**config.mk**
```make
export PLATFORM = sky130hd
export DESIGN_NAME = adcsq_top
export DESIGN_NICKNAME = d
export VERILOG_FILES = /design/src/adcsq_pkg.sv /design/src/adcsq_top.sv
export SDC_FILE = /design/constraint.sdc
export NUM_CORES = 1
export LEC_CHECK = 0
export BUFFER_PORTS_ARGS = -buffer_cell sky130_fd_sc_hd__clkbuf_2
export CORE_ASPECT_RATIO = 1.2
export CORE_UTILIZATION = 25
export CTS_CLUSTER_DIAMETER = 40
export DETAILED_ROUTE_END_ITERATION = 6
export MAX_ROUTING_LAYER = met4
export PLACE_DENSITY = 0.42
export SETUP_SLACK_MARGIN = 0.4
export SLEW_MARGIN = 40
export SYNTH_ARGS = -nofsm -noshare
export SYNTH_HDL_FRONTEND = slang
export SYNTH_SLANG_ARGS = --single-unit
```
**constraint.sdc**
```tcl
create_clock -name mclk -period 11.38 [get_ports mclk]
set_clock_uncertainty 0.05 [all_clocks]
set_input_delay 1.138 -clock mclk [delete_from_list [all_inputs] [get_ports mclk]]
set_output_delay 1.138 -clock mclk [all_outputs]
set_load 0.005 [all_outputs]
```
**src/adcsq_pkg.sv**
```systemverilog
// shared constants, carrier structs and state layout of the sample sequencer
package adcsq_pkg;
    localparam int NSEQ = 4;
    localparam int NSTEP = 8;
    localparam int RES_W = 10;
    localparam int WORD_W = 32;
    localparam int EXT_TRIG = 14;
    // converter-rate divider, rounded to the nearest whole ratio
    localparam int MCLK_KHZ = 250000;
    localparam int ADC_KHZ = 16667;
    localparam int ADC_DIV = (MCLK_KHZ + ADC_KHZ / 2) / ADC_KHZ;
    localparam logic [3:0] DIV_LAST = 4'(ADC_DIV - 1);
    // per-sequencer depth, index 0 is sequencer zero
    localparam logic [3:0][3:0] SEQ_DEPTH = {4'h1, 4'h4, 4'h4, 4'h8};
    // step control nibble fields
    localparam int CTL_DIFF = 0;
    localparam int CTL_END = 1;
    localparam int CTL_IE = 2;
    localparam int CTL_TEMP = 3;
    // trigger select codes; 1..14 pick external trigger code-1
    localparam logic [3:0] TRIG_PROC = 4'h0;
    localparam logic [3:0] TRIG_ALWAYS = 4'hF;
    localparam logic [7:0] PRIO_RST = 8'hE4;
    localparam logic [2:0] AVG_RST = 3'h0;
    localparam logic [2:0] AVG_MAX = 3'h6;
    typedef enum logic [1:0] {ST_IDLE, ST_START, ST_WAIT} adcsq_state_t;
    typedef struct packed {
        logic [2:0] head;
        logic [2:0] tail;
        logic full;
        logic empty;
    } adcsq_qstat_t;
    typedef struct packed {
        logic [3:0] pos;
        logic [3:0] neg;
        logic diff;
        logic temp;
    } adcsq_conv_t;
    typedef struct packed {
        adcsq_state_t st;
        logic [1:0] cur;
        logic [2:0] step;
        logic [3:0] pend;
        logic [3:0] tick_cnt;
        logic tick;
        logic [15:0] acc;
        logic [6:0] acnt;
        logic [3:0][1:0] prio;
        logic [2:0] avg;
        logic [3:0][7:0][9:0] mem;
        logic [3:0][2:0] head;
        logic [3:0][2:0] tail;
        logic [3:0][3:0] cnt;
        adcsq_qstat_t [3:0] qstat;
        logic [3:0] raw;
        logic [3:0] gated;
        logic [3:0] ovf;
        logic [3:0] unf;
        logic [13:0] sy1;
        logic [13:0] sy2;
        logic [13:0] sy3;
        logic [13:0] filt;
        logic conv_start;
        adcsq_conv_t conv;
        logic [31:0] pop_data;
        logic pop_valid;
    } adcsq_regs_t;
endpackage : adcsq_pkg

```
**src/adcsq_top.sv**
```systemverilog
// four-sequencer converter control: triggers, arbitration, averaging, queues, irq
`timescale 1ns/1ps
module adcsq_top
    import adcsq_pkg::*;
(
    input wire logic mclk,
    input wire logic resetn,
    input wire logic ce,
    input wire logic [3:0] run_bits,
    input wire logic [3:0][3:0] trigger_select,
    input wire logic [3:0] software_trigger_bit,
    input wire logic [13:0] ext_trig,
    input wire logic prio_wr,
    input wire logic [7:0] prio_wdata,
    input wire logic avg_wr,
    input wire logic [2:0] avg_wdata,
    input wire logic [3:0][7:0][3:0] step_input_select,
    input wire logic [3:0][7:0][3:0] step_control,
    input wire logic [3:0] irq_gate,
    input wire logic [3:0] irq_clear,
    input wire logic [3:0] ovf_clear,
    input wire logic [3:0] unf_clear,
    input wire logic [3:0] pop_req,
    input wire logic conv_done,
    input wire logic [9:0] conv_code,
    output logic conv_start,
    output adcsq_conv_t conv_sel,
    output logic [31:0] pop_data,
    output logic pop_valid,
    output adcsq_qstat_t [3:0] result_queue_status,
    output logic [3:0] queue_overflow_status,
    output logic [3:0] queue_underflow_status,
    output logic [3:0] raw_irq_status,
    output logic [3:0] gated_irq_status,
    output logic [3:0] irq_line,
    output logic [7:0] sequencer_priority,
    output logic [2:0] averaging_control
);
    adcsq_regs_t s_r;
    adcsq_regs_t s_nxt;
    logic [13:0] ext_edge;
    logic [3:0] set_pend;
    logic [3:0] clr_pend;
    logic [3:0] pop_ok;
    logic [3:0] push_ok;
    logic [3:0] irq_set;
    logic [3:0] ovf_set;
    logic [3:0] unf_set;
    logic last_avg;
    logic do_push;
    logic found;
    logic [1:0] win;
    logic [1:0] bestp;
    logic [3:0] ctl;
    logic [3:0] sel;
    logic [15:0] sum;
    logic [9:0] res;

    // ring pointer advance inside a queue of the given depth
    function automatic logic [2:0] ptr_inc(input logic [2:0] p, input logic [3:0] d);
        ptr_inc = ({1'b0, p} == d - 4'h1) ? 3'h0 : p + 3'h1;
    endfunction : ptr_inc

    // whole next-state of the block
    always_comb begin
        s_nxt = s_r;
        s_nxt.tick = 1'b0;
        s_nxt.conv_start = 1'b0;
        s_nxt.pop_valid = 1'b0;
        set_pend = 4'h0;
        clr_pend = 4'h0;
        pop_ok = 4'h0;
        push_ok = 4'h0;
        irq_set = 4'h0;
        ovf_set = 4'h0;
        unf_set = 4'h0;
        do_push = 1'b0;
        found = 1'b0;
        win = 2'h0;
        bestp = 2'h3;
        ctl = step_control[s_r.cur][s_r.step];
        sel = step_input_select[s_r.cur][s_r.step];
        sum = s_r.acc + {6'h0, conv_code};
        res = 10'(sum >> s_r.avg);
        last_avg = (s_r.acnt == 7'((7'h1 << s_r.avg) - 7'h1));
        // divider gives one step slot per ADC clock period
        if (s_r.tick_cnt == DIV_LAST) begin
            s_nxt.tick_cnt = 4'h0;
            s_nxt.tick = 1'b1;
        end else begin
            s_nxt.tick_cnt = s_r.tick_cnt + 4'h1;
        end
        // pin triggers: three stages, accepted when the last two agree
        s_nxt.sy1 = ext_trig;
        s_nxt.sy2 = s_r.sy1;
        s_nxt.sy3 = s_r.sy2;
        for (int b = 0; b < EXT_TRIG; b++) begin
            if (s_r.sy2[b] == s_r.sy3[b]) begin
                s_nxt.filt[b] = s_r.sy3[b];
            end
        end
        ext_edge = s_nxt.filt & ~s_r.filt;
        // trigger selection per sequencer
        for (int i = 0; i < NSEQ; i++) begin
            if (software_trigger_bit[i]) begin
                set_pend[i] = 1'b1;
            end
            if (trigger_select[i] == TRIG_ALWAYS) begin
                set_pend[i] = 1'b1;
            end else if (trigger_select[i] != TRIG_PROC) begin
                if (ext_edge[trigger_select[i] - 4'h1]) begin
                    set_pend[i] = 1'b1;
                end
            end
        end
        // configuration registers; their reset values live in the package
        if (prio_wr) begin
            s_nxt.prio = prio_wdata;
        end
        if (avg_wr) begin
            s_nxt.avg = (avg_wdata > AVG_MAX) ? AVG_MAX : avg_wdata;
        end
        // pops: oldest entry out, empty read flags underflow
        for (int i = 0; i < NSEQ; i++) begin
            if (pop_req[i]) begin
                if (s_r.cnt[i] == 4'h0) begin
                    unf_set[i] = 1'b1;
                end else begin
                    pop_ok[i] = 1'b1;
                    s_nxt.head[i] = ptr_inc(s_r.head[i], SEQ_DEPTH[i]);
                end
            end
        end
        // only one pop per cycle is reported; the lowest index wins
        for (int i = NSEQ - 1; i >= 0; i--) begin
            if (pop_ok[i]) begin
                s_nxt.pop_valid = 1'b1;
                s_nxt.pop_data = {22'h0, s_r.mem[i][s_r.head[i]]};
            end
        end
        // arbitration among enabled pending sequencers
        for (int i = 0; i < NSEQ; i++) begin
            if (s_r.pend[i] && run_bits[i] && (!found || s_r.prio[i] < bestp)) begin
                found = 1'b1;
                bestp = s_r.prio[i];
                win = 2'(i);
            end
        end
        case (s_r.st)
            ST_IDLE: begin
                if (s_r.tick && found) begin
                    s_nxt.cur = win;
                    s_nxt.step = 3'h0;
                    s_nxt.acc = 16'h0;
                    s_nxt.acnt = 7'h0;
                    s_nxt.st = ST_START;
                end
            end
            ST_START: begin
                if (s_r.tick) begin
                    s_nxt.conv_start = 1'b1;
                    s_nxt.conv.diff = ctl[CTL_DIFF];
                    s_nxt.conv.temp = ctl[CTL_TEMP];
                    // a step names pair n: even input positive, odd negative
                    s_nxt.conv.pos = ctl[CTL_DIFF] ? {sel[2:0], 1'b0} : sel;
                    s_nxt.conv.neg = ctl[CTL_DIFF] ? {sel[2:0], 1'b1} : 4'h0;
                    s_nxt.st = ST_WAIT;
                end
            end
            ST_WAIT: begin
                if (conv_done && !last_avg) begin
                    s_nxt.acc = sum;
                    s_nxt.acnt = s_r.acnt + 7'h1;
                    s_nxt.st = ST_START;
                end else if (conv_done) begin
                    do_push = 1'b1;
                    s_nxt.acc = 16'h0;
                    s_nxt.acnt = 7'h0;
                    if (ctl[CTL_IE]) begin
                        irq_set[s_r.cur] = 1'b1;
                    end
                    // also stops at the sequencer's last slot or when disabled
                    if (ctl[CTL_END] || ({1'b0, s_r.step} == SEQ_DEPTH[s_r.cur] - 4'h1)
                            || !run_bits[s_r.cur]) begin
                        clr_pend[s_r.cur] = 1'b1;
                        s_nxt.st = ST_IDLE;
                    end else begin
                        s_nxt.step = s_r.step + 3'h1;
                        s_nxt.st = ST_START;
                    end
                end
            end
            default: begin
                s_nxt.st = ST_IDLE;
            end
        endcase
        // push the finished result; a full queue drops it
        if (do_push) begin
            if (s_r.cnt[s_r.cur] == SEQ_DEPTH[s_r.cur]) begin
                ovf_set[s_r.cur] = 1'b1;
            end else begin
                push_ok[s_r.cur] = 1'b1;
                s_nxt.mem[s_r.cur][s_r.tail[s_r.cur]] = res;
                s_nxt.tail[s_r.cur] = ptr_inc(s_r.tail[s_r.cur], SEQ_DEPTH[s_r.cur]);
            end
        end
        // counts and visible queue status
        for (int i = 0; i < NSEQ; i++) begin
            if (push_ok[i] && !pop_ok[i]) begin
                s_nxt.cnt[i] = s_r.cnt[i] + 4'h1;
            end else if (pop_ok[i] && !push_ok[i]) begin
                s_nxt.cnt[i] = s_r.cnt[i] - 4'h1;
            end
            s_nxt.qstat[i].head = s_nxt.head[i];
            s_nxt.qstat[i].tail = s_nxt.tail[i];
            s_nxt.qstat[i].full = (s_nxt.cnt[i] == SEQ_DEPTH[i]);
            s_nxt.qstat[i].empty = (s_nxt.cnt[i] == 4'h0);
        end
        // sticky flags: a set in the clearing cycle survives
        s_nxt.ovf = (s_r.ovf & ~ovf_clear) | ovf_set;
        s_nxt.unf = (s_r.unf & ~unf_clear) | unf_set;
        s_nxt.raw = (s_r.raw & ~irq_clear) | irq_set;
        s_nxt.gated = s_nxt.raw & irq_gate;
        // disabled sequencers drop pending triggers so they start clean
        s_nxt.pend = ((s_r.pend & ~clr_pend) | set_pend) & run_bits;
    end

    // state register; clock enable freezes everything
    always_ff @(posedge mclk or negedge resetn) begin
        if (!resetn) begin
            s_r <= '0;
            s_r.prio <= PRIO_RST;
            s_r.avg <= AVG_RST;
            for (int i = 0; i < NSEQ; i++) begin
                s_r.qstat[i].empty <= 1'b1;
            end
        end else if (ce) begin
            s_r <= s_nxt;
        end
    end

    assign conv_start = s_r.conv_start;
    assign conv_sel = s_r.conv;
    assign pop_data = s_r.pop_data;
    assign pop_valid = s_r.pop_valid;
    assign result_queue_status = s_r.qstat;
    assign queue_overflow_status = s_r.ovf;
    assign queue_underflow_status = s_r.unf;
    assign raw_irq_status = s_r.raw;
    assign gated_irq_status = s_r.gated;
    assign irq_line = s_r.gated;
    assign sequencer_priority = s_r.prio;
    assign averaging_control = s_r.avg;
endmodule : adcsq_top

```
==> results of run 1 <==
worst max-delay path, delay by kind of cell (launching register included):
family                     cells  cell delay [ns]
and+or+nand+nor                5             2.20
buffers and inverters          2             0.78
muxes                          1             0.39
DFF                            1             0.31
adders and majority gates      1             0.31
AOI/OAI and AO/OA              1             0.26
xor gates and xnor gates       1             0.13
layout by cell type (no fill, tap or decap), types with 33 or more instances in the layout:
master and count:
sky130_fd_sc_hd__a31oi_1 33, sky130_fd_sc_hd__inv_1 75, sky130_fd_sc_hd__nand2_1 428, sky130_fd_sc_hd__clkbuf_16 106, sky130_fd_sc_hd__ha_1 46, sky130_fd_sc_hd__dfrtp_1 498, sky130_fd_sc_hd__mux2_2 118, sky130_fd_sc_hd__mux4_2 181
sky130_fd_sc_hd__a21oi_1 127, sky130_fd_sc_hd__nor2_1 121, sky130_fd_sc_hd__mux2i_1 64, sky130_fd_sc_hd__buf_4 33, sky130_fd_sc_hd__o21ai_0 324, sky130_fd_sc_hd__clkbuf_2 423
cells in the mapped netlist (5+ instances only):
| cell | instances | area (um2) |
|---|---|---|
| sky130_fd_sc_hd__clkbuf_1 | 120 | 450 |
| sky130_fd_sc_hd__o21ai_1 | 7 | 35.0 |
| sky130_fd_sc_hd__o32ai_1 | 5 | 43.8 |
| sky130_fd_sc_hd__buf_1 | 19 | 71.3 |
| sky130_fd_sc_hd__mux2_2 | 118 | 1330 |
| sky130_fd_sc_hd__a21oi_1 | 128 | 641 |
| sky130_fd_sc_hd__nor3_2 | 6 | 60.1 |
| sky130_fd_sc_hd__a31oi_1 | 34 | 213 |
| sky130_fd_sc_hd__xnor2_1 | 29 | 254 |
| sky130_fd_sc_hd__dfrtp_1 | 503 | 12600 |
| sky130_fd_sc_hd__xor2_1 | 18 | 158 |
| sky130_fd_sc_hd__nand2_1 | 428 | 1610 |
| sky130_fd_sc_hd__o22ai_1 | 18 | 113 |
| sky130_fd_sc_hd__nand3_1 | 28 | 140 |
| sky130_fd_sc_hd__nor3_1 | 20 | 100 |
| sky130_fd_sc_hd__and2_1 | 7 | 43.8 |
| sky130_fd_sc_hd__ha_1 | 46 | 576 |
| sky130_fd_sc_hd__nand4_1 | 5 | 31.3 |
| sky130_fd_sc_hd__o21a_1 | 7 | 52.6 |
| sky130_fd_sc_hd__or3_1 | 7 | 43.8 |
| sky130_fd_sc_hd__o31ai_1 | 8 | 60.1 |
| sky130_fd_sc_hd__nand2b_1 | 20 | 125 |
| sky130_fd_sc_hd__buf_2 | 18 | 90.1 |
| sky130_fd_sc_hd__or2_2 | 6 | 37.5 |
| sky130_fd_sc_hd__o211ai_1 | 12 | 90.1 |
| sky130_fd_sc_hd__and3_1 | 10 | 62.6 |
| sky130_fd_sc_hd__o41ai_1 | 9 | 78.8 |
| sky130_fd_sc_hd__nor2b_1 | 20 | 125 |
| sky130_fd_sc_hd__buf_4 | 106 | 796 |
| sky130_fd_sc_hd__o21ai_0 | 324 | 1620 |
| sky130_fd_sc_hd__nand3b_1 | 19 | 143 |
| sky130_fd_sc_hd__mux2i_1 | 65 | 651 |
| sky130_fd_sc_hd__a22o_1 | 9 | 78.8 |
| sky130_fd_sc_hd__dfstp_2 | 8 | 210 |
| sky130_fd_sc_hd__nor2_1 | 127 | 477 |
| sky130_fd_sc_hd__a211oi_1 | 7 | 52.6 |
| sky130_fd_sc_hd__inv_1 | 75 | 282 |
| sky130_fd_sc_hd__a21o_1 | 15 | 113 |
| sky130_fd_sc_hd__nor3b_1 | 6 | 45.0 |
| sky130_fd_sc_hd__mux4_2 | 181 | 4080 |
routing by layer:
layer,track usage (%),up-vias
met5,-,-
met4,4.18,0
met3,3.44,129
met2,27.5,571
met1,24.0,10980
li1,-,10318
stage by stage:
step | instance area (um2) | std cells
final | 35500 | 4626
after detailed placement | 31800 | 4415
after global placement | 31600 | 4411
after CTS | 35500 | 4611
after global routing | 35500 | 4623
after floorplan | 28700 | 2707
power breakdown:
group          switching (mW)  internal (mW)  total (mW)  leakage (nW)
logic                   0.841          0.630        1.47          7.16
clock network            1.07           2.11        3.18          1.82
registers               0.232           1.98        2.21          6.81
area by class of cell:
type                    instances  area (um2)  share of cell area (%)
multi-input cells            1851       14200                    40.1
flip-flops and latches        511       12800                    36.1
inverters                      79         297                   0.835
clock inverters                63         797                    2.24
clock buffers                 133        2910                    8.20
repair buffers                469        2550                    7.18
well taps                    1507        1890                    5.31
diodes                         13        32.5                  0.0916
worst paths after layout:
check | start | cells past startpoint | slack [ns] | endpoint
setup reg to reg | averaging_control[0] | 11 | 6.85 | s_r[235]
hold reg to reg | s_r[290] | 2 | 0.42 | s_r[290]
max in group asynchronous | resetn | 4 | 8.78 | s_r[320]
setup / recovery | averaging_control[0] | 11 | 6.85 | s_r[235]
min in group mclk | s_r[290] | 2 | 0.42 | s_r[290]
hold / removal | resetn | 1 | 0.41 | result_queue_status[12]
cells by family (layout without fill, tap and decap cells):
group,count (synthesis),count (layout)
adder cells (fa/ha/maj),49,49
other,1,35
AND/OR/NAND/NOR,734,734
flip-flops,511,511
buffers and inverters,345,744
XOR/XNOR,47,47
multiplexers,364,364
AO/OA/AOI/OAI,635,635
registers in the layout, summed over array words and instances, names as in the netlist, 3 cells and up:
name                    count
conv_sel                    9
queue_overflow_status       4
queue_underflow_status      4
averaging_control           3
sequencer_priority          8
gated_irq_status            4
s_nxt                      28
s_r                       403
result_queue_status        32
pop_data                   10
raw_irq_status              4
==> out/qor.yml, run 1 <==
outcome: "finished, final reports clean"
ys_async_rst_share_pct: 100
die_x_um: 311
routed-wl-met3_um: 6370
routed_wire_length_per_instance_um: 21.6
totalPowerFinal_mw: 6.87
cts.sinks: 511
drt-met1-wl_um: 45600
max_cap_violations: 0
synth_top_family_by_area: "multiplexers"
rsz0062_at_grt: "false"
top_layer_used: "met4"
critPathMaxStageDelay_ns: 0.60
cts_made_buffers: 105
worst_setup_path_end_kind: "flop"
synth_mux_area_share_pct: 21.2
tritoncts_clock_tree: "built"
synthXorXnorAreaFrac_pct: 1.44
fillCellCount: 11771
synthAdderAreaFrac_pct: 2.15
synth_area_per_cell_um2: 10.6
core_area_um2: 113000
die-area_um2: 116000
whs_ns: 0.410
critical_path_arrival_ns: 5.03
portBuffers: 425
place.detailed.hpwl_um: 74400
synthToLayoutAreaGrowth_pct: 24.3
dominant_register_cell_in_the_synthesized_netlist: "sky130_fd_sc_hd__dfrtp_1"
cts-hold-fix-buffers: 0
worstSetupPathType: "reg -> reg"
worst_pin_slew_ns: 0.870
net_count_reported_at_finish: 3405
worstPathCellList: "buf_4 -> clkinv_1 -> nand2_1 -> ha_1 -> xnor2_1 -> nor4b_1 -> o21ai_1 -> nor4_2 -> nand3_1 -> nor2_1 -> mux2_2"
io-pin-count: 448
grt_first_pass_wirelength_um: 151000
maxSlewViolCount: 0
initial_antenna_violation_count: 18
initial_utilization_pct: 25.3
via_count_of_the_first_global_routing_pass: 22206
buffers_inserted_by_post_cts_timing_repair: 0
ant_nets: 0
drc: 0
layout-drive-gt1-share_pct: 32.7
grt_start_max_net_pins: 97
cts_resized: 0
timing.slew.headroom_pct: 41.6
detailroute.wirelength.met2_um: 46300
synth_compound_area_share_pct: 12.9
clk_path_buf_depth: 3
rows: 135
cp_slowest_cell: "sky130_fd_sc_hd__nor2_1"
place_congestion: 0.958
worst_min_path_class: "in -> async"
clock_insertion_delay_worst_skew_ns: 0.68
synth_cells: 2686
yosys_register_bits: 511
initialDrtViolationCount: 1436
peakVddDrop_mv: 0.117
grt.total_usage_pct: 17.8
synth.distinct_cells: 85
timing.fmax_mhz: 221
grt_remaining_overflow: 0
detail_route.vias_per_cell: 4.76
fin_crit_sh_pct: 39.8
tns_ns: 0
hold_viol: 0
drtPass1Iterations: 5
number_of_endpoints_failing_setup_at_the_final_stage: 0
ys.warnings.count: 0
drt_wl_total_um: 100000
root_buffer: "sky130_fd_sc_hd__clkbuf_16"
period_needed_ns: 4.53
post_synth_instance_area_um2: 28600
powerDensity_nw_per_um2: 193
cts.reportedPaths.clkPinSlew_ns: 0.05
postLayoutSetupSlackWorst_ns: 6.85
chipHeight_um: 372
leakage_nw: 15.8
critical_path_required_ns: 11.88
synth-seq-area-share_pct: 44.8
finish.utilization_pct: 31.4
depth_of_the_cts_h_tree: 3
cp_max_fo: 26
total_number_of_vias: 21998
synth-edff-count: 0
timing.critical_path.from_type: "flop"
detailedPlace.worstSlack_ns: 6.70
fraction_of_the_mapped_netlist_area_in_simple_logic_gates_pct: 11.5
Power figures use the tool's default switching activity.
==> run 2, diff against run 1 <==
--- a/config.mk
+++ b/config.mk
@@ -5,13 +5,14 @@
 export SDC_FILE = /design/constraint.sdc
 export NUM_CORES = 1
 export LEC_CHECK = 0
+export ABC_AREA = 1
 export BUFFER_PORTS_ARGS = -buffer_cell sky130_fd_sc_hd__clkbuf_2
 export CORE_ASPECT_RATIO = 1.2
 export CORE_UTILIZATION = 25
 export CTS_CLUSTER_DIAMETER = 40
 export DETAILED_ROUTE_END_ITERATION = 6
 export MAX_ROUTING_LAYER = met4
-export PLACE_DENSITY = 0.42
+export PLACE_DENSITY = 0.41
 export SETUP_SLACK_MARGIN = 0.4
 export SLEW_MARGIN = 40
 export SYNTH_ARGS = -nofsm -noshare
==> constraint.sdc (replaced) <==
create_clock -name mclk -period 4.3 [get_ports mclk]
set_clock_uncertainty 0.05 [all_clocks]
set_input_delay 0.43 -clock mclk [delete_from_list [all_inputs] [get_ports mclk]]
set_output_delay 0.43 -clock mclk [all_outputs]
set_load 0.005 [all_outputs]
==> out/qor.yml, run 2 <==
postLayoutSetupSlackWorst_ns: 0.803  # was 6.85 ns
net_count_reported_at_finish: 4825  # was 3405
root_buffer: "sky130_fd_sc_hd__clkbuf_16"  # unchanged
cpMostUsedCell: "sky130_fd_sc_hd__nand2_1"
number_of_endpoints_failing_setup_at_the_final_stage: 0  # unchanged
grt_first_pass_wirelength_um: 178000  # was 151000 um
drt_wl_total_um: 117000  # was 100000 um
min_delay_path_depth: 5
cts_made_buffers: 106  # was 105
synth.distinct_cells: 59  # was 85
detail_route.vias_per_cell: 4.74  # was 4.76
grt.total_usage_pct: 19.4  # was 17.8%
regToRegStartpoint: "averaging_control[0]"  # unchanged
cp_slowest_cell: "sky130_fd_sc_hd__dfrtp_1"  # was sky130_fd_sc_hd__nor2_1
core_area_um2: 118000  # was 113000 um2
drtPass1Iterations: 5  # unchanged
synth_top_cell_area_share_pct: 42.0  # was 44.0%
largest_register_ff_count: 403  # unchanged
layout.cells.most_common_list: "1354 x sky130_fd_sc_hd__nand2_1, 499 x sky130_fd_sc_hd__dfrtp_1, 428 x sky130_fd_sc_hd__o21ai_0"  # was 498 x sky130_fd_sc_hd__dfrtp_1, 428 x sky130_fd_sc_hd__nand2_1, 423 x sky130_fd_sc_hd__clkbuf_2
initialDrtViolationCount: 1967  # was 1436
worst_pin_slew_ns: 0.824  # was 0.870 ns
cp_max_fo: 18  # was 26
maxSlewViolCount: 0  # unchanged
die-area_um2: 121000  # was 116000 um2
synth_area_per_cell_um2: 7.34  # was 10.6 um2
portBuffers: 425  # unchanged
leading_post_synthesis_cells_by_cell_area: "sky130_fd_sc_hd__dfrtp_1 42%, sky130_fd_sc_hd__nand2_1 17%, sky130_fd_sc_hd__o21ai_0 7.1%, sky130_fd_sc_hd__nor2_1 4.7%, sky130_fd_sc_hd__nand3_1 4.5%"  # was sky130_fd_sc_hd__dfrtp_1 44%, sky130_fd_sc_hd__mux4_2 14%, sky130_fd_sc_hd__o21ai_0 5.7%, sky130_fd_sc_hd__nand2_1 5.6%, sky130_fd_sc_hd__mux2_2 4.6%
critical_path_required_ns: 4.79  # was 11.88 ns
ant_nets: 0  # unchanged
r2r.worst_path.cells: 20  # was 11
crit_start: "averaging_control[0]"  # unchanged
worst_hold_startpoint: "run_bits[1]"
clock_insertion_delay_worst_skew_ns: 0.68  # about the same
hold_end: "s_r[548]"
reg2reg_slack_ns: 0.80  # was 6.85 ns
drc: 0  # unchanged
detailedPlace.worstSlack_ns: 0.669  # was 6.70 ns
synth_area_leader: "sky130_fd_sc_hd__dfrtp_1"  # unchanged
fin_crit_sh_pct: 81.3  # was 39.8%
post_synth_instance_area_um2: 30000  # was 28600 um2
max_cap_violations: 0  # unchanged
rows: 138  # was 135
synthToLayoutAreaGrowth_pct: 24.7  # was 24.3%
synth.most_common_cell: "sky130_fd_sc_hd__nand2_1"  # was sky130_fd_sc_hd__dfrtp_1
via_count_of_the_first_global_routing_pass: 28264  # was 22206
hold_viol: 0  # unchanged
outcome: "finished, final reports clean"  # unchanged
ys_async_rst_share_pct: 100  # unchanged
regToRegEndpoint: "s_r[472]"  # was s_r[235]
routed_wire_length_per_instance_um: 19.2  # was 21.6 um
worstPathCellList: "buf_4 -> inv_2 -> nor2_1 -> nand2_1 -> ha_1 -> inv_1 -> nand2_1 -> nand2_1 -> nor2_1 -> nand3_1 -> nor2_2 -> nand3_4 -> nor2_2 -> nand2_1 -> nor2_2 -> inv_4 -> nor2_4 -> clkinvlp_2 -> nand2_1 -> nand2_1"  # was buf_4 -> clkinv_1 -> nand2_1 -> ha_1 -> xnor2_1 -> nor4b_1 -> o21ai_1 -> nor4_2 -> nand3_1 -> nor2_1 -> mux2_2
peakVddDrop_mv: 0.283  # was 0.117 mV
io-pin-count: 448  # unchanged
timing.fmax_mhz: 286  # was 221 MHz
leakage_nw: 18.8  # was 15.8 nW
worstSetupPathType: "reg -> reg"  # unchanged
initial_utilization_pct: 25.3  # about the same
place.detailed.hpwl_um: 80100  # was 74400 um
total_number_of_vias: 28788  # was 21998
tns_ns: 0  # unchanged
chipHeight_um: 381  # was 372 um
synth_cells: 4085  # was 2686
place_congestion: 0.858  # was 0.958
powerDensity_nw_per_um2: 605  # was 193 nW/um2
critPathMaxStageDelay_ns: 0.32  # was 0.60 ns
worst_min_path_class: "in -> reg"  # was in -> async
synth-edff-count: 0  # unchanged
die_x_um: 318  # was 311 um
depth_of_the_cts_h_tree: 3  # unchanged
worst-path-buf-inv: 5  # was 2
grt_start_max_net_pins: 132  # was 97
period_needed_ns: 3.50  # was 4.53 ns
rsz0062_at_grt: "false"  # unchanged
synth-seq-area-share_pct: 42.7  # was 44.8%
dominant_register_cell_in_the_synthesized_netlist: "sky130_fd_sc_hd__dfrtp_1"  # unchanged
initial_antenna_violation_count: 2  # was 18
ys.warnings.count: 0  # unchanged
cp_top_family: "simple AND/OR/NAND/NOR gates"  # unchanged
timing.critical_path.from_type: "flop"  # unchanged
layout-drive-gt1-share_pct: 18.2  # was 32.7%
cts.reportedPaths.clkPinSlew_ns: 0.05  # about the same
worst_setup_path_end_kind: "flop"  # unchanged
timing.slew.headroom_pct: 45.0  # was 41.6%
yosys_register_bits: 511  # unchanged
ys_top_cells_by_count: "1354 x sky130_fd_sc_hd__nand2_1, 503 x sky130_fd_sc_hd__dfrtp_1, 428 x sky130_fd_sc_hd__o21ai_0, 379 x sky130_fd_sc_hd__nor2_1, 272 x sky130_fd_sc_hd__nand3_1"  # was 503 x sky130_fd_sc_hd__dfrtp_1, 428 x sky130_fd_sc_hd__nand2_1, 324 x sky130_fd_sc_hd__o21ai_0, 181 x sky130_fd_sc_hd__mux4_2, 128 x sky130_fd_sc_hd__a21oi_1
mostFrequentLayoutCell: "sky130_fd_sc_hd__nand2_1"  # was sky130_fd_sc_hd__dfrtp_1
fillCellCount: 12698  # was 11771
clk_path_buf_depth: 3  # unchanged
registers.top_by_ff_count: "s_r"  # unchanged
grt_remaining_overflow: 0  # unchanged
cts.sinks: 511  # unchanged
critical_path_arrival_ns: 3.99  # was 5.03 ns
tritoncts_clock_tree: "built"  # unchanged
==> run 2: cell types whose count changed in the layout (fill, tap and decap cells not counted), sizes merged, moves of 45 or more <==
cell and change:
nand2 +929, nor2 +295, nand3 +247, mux4 -181, inv +178, o21ai +122, mux2 -113, a21oi -64
o221ai +58, buf +45
==> run 2: cell type report <==
cell class	count	area [um2]	share of cell area, %
diodes	3	7.51	0.0201
clock buffers	133	2900	7.74
clock inverters	67	783	2.09
inverters	266	1020	2.74
multi-input cells	2997	14500	38.7
flip-flops and latches	511	12800	34.2
well taps	1540	1930	5.15
repair buffers	552	3440	9.21
repair inverters	3	20.0	0.0535
==> run 2: timing repair <==
| action | CTS | global route |
|---|---|---|
| setup buffers | 0 | 18 |
| endpoints found under the hold margin | 93 | 0 |
| hold buffers | 39 | 0 |
| setup endpoints to repair | 0 | 194 |
| resized for setup | 0 | 5 |
==> run 2: worst register-to-register path: cells and delay by family (launching register included) <==
family | cells | cell delay [ns]
fa+ha+maj | 1 | 0.31
flops | 1 | 0.32
simple gates | 14 | 1.87
buf+inv | 5 | 0.85
==> run 2: cells by family (layout without fill, tap and decap cells) <==
group / count (synthesis) / in the layout / share of synthesized area [%]
compound gates: 771 / 771 / 15.2
xor+xnor: 30 / 30 / 0.876
fa+ha+maj: 47 / 47 / 1.99
buf+inv: 598 / 1021 / 9.41
flops: 511 / 511 / 42.7
mux: 27 / 27 / 0.922
other cells: 1 / 25 / 0.0125
simple gates: 2100 / 2100 / 28.9
==> run 2: how the worst max path moves through the flow <==
| stage | to | cells past startpoint |
|---|---|---|
| 5_1_grt | s_r[473] | 20 |
| 4_1_cts | s_r[471] | 20 |
| 3_5_place_dp | s_r[471] | 20 |
| 2_1_floorplan | s_r[271] | 19 |
| 6_report | s_r[472] | 20 |
| 3_3_place_gp | s_r[471] | 20 |
==> run 2: layer usage <==
metal	GRT usage, %	up-vias	share of wire, %
met5	-	-	0
met2	32.2	761	49
met1	24.5	13824	44
met3	2.96	163	4.5
met4	4.97	0	2.1
li1	-	14040	-
==> run 2: power by group <==
part	total, mW	internal [mW]	switching [mW]	leakage [nW]
clock	8.43	5.50	2.93	1.78
sequential	5.77	5.26	0.506	6.77
combinational	8.44	2.58	5.86	10.3
total	22.6	13.3	9.30	18.8
==> run 2: metrics by stage <==
step           cells  util, %  power, mW  cell area [um2]  hold slack, ns
6_report        6072     31.6       22.6            37400          0.0415
5_1_grt         6071     31.6       24.0            37400          0.0665
4_1_cts         6048     31.4       23.0            37200         0.00644
3_5_place_dp    5809     28.0       14.3            33100           0.396
3_3_place_gp    5809     28.0       14.4            33100           0.398
2_1_floorplan   4106        -       11.0            30100          0.0844
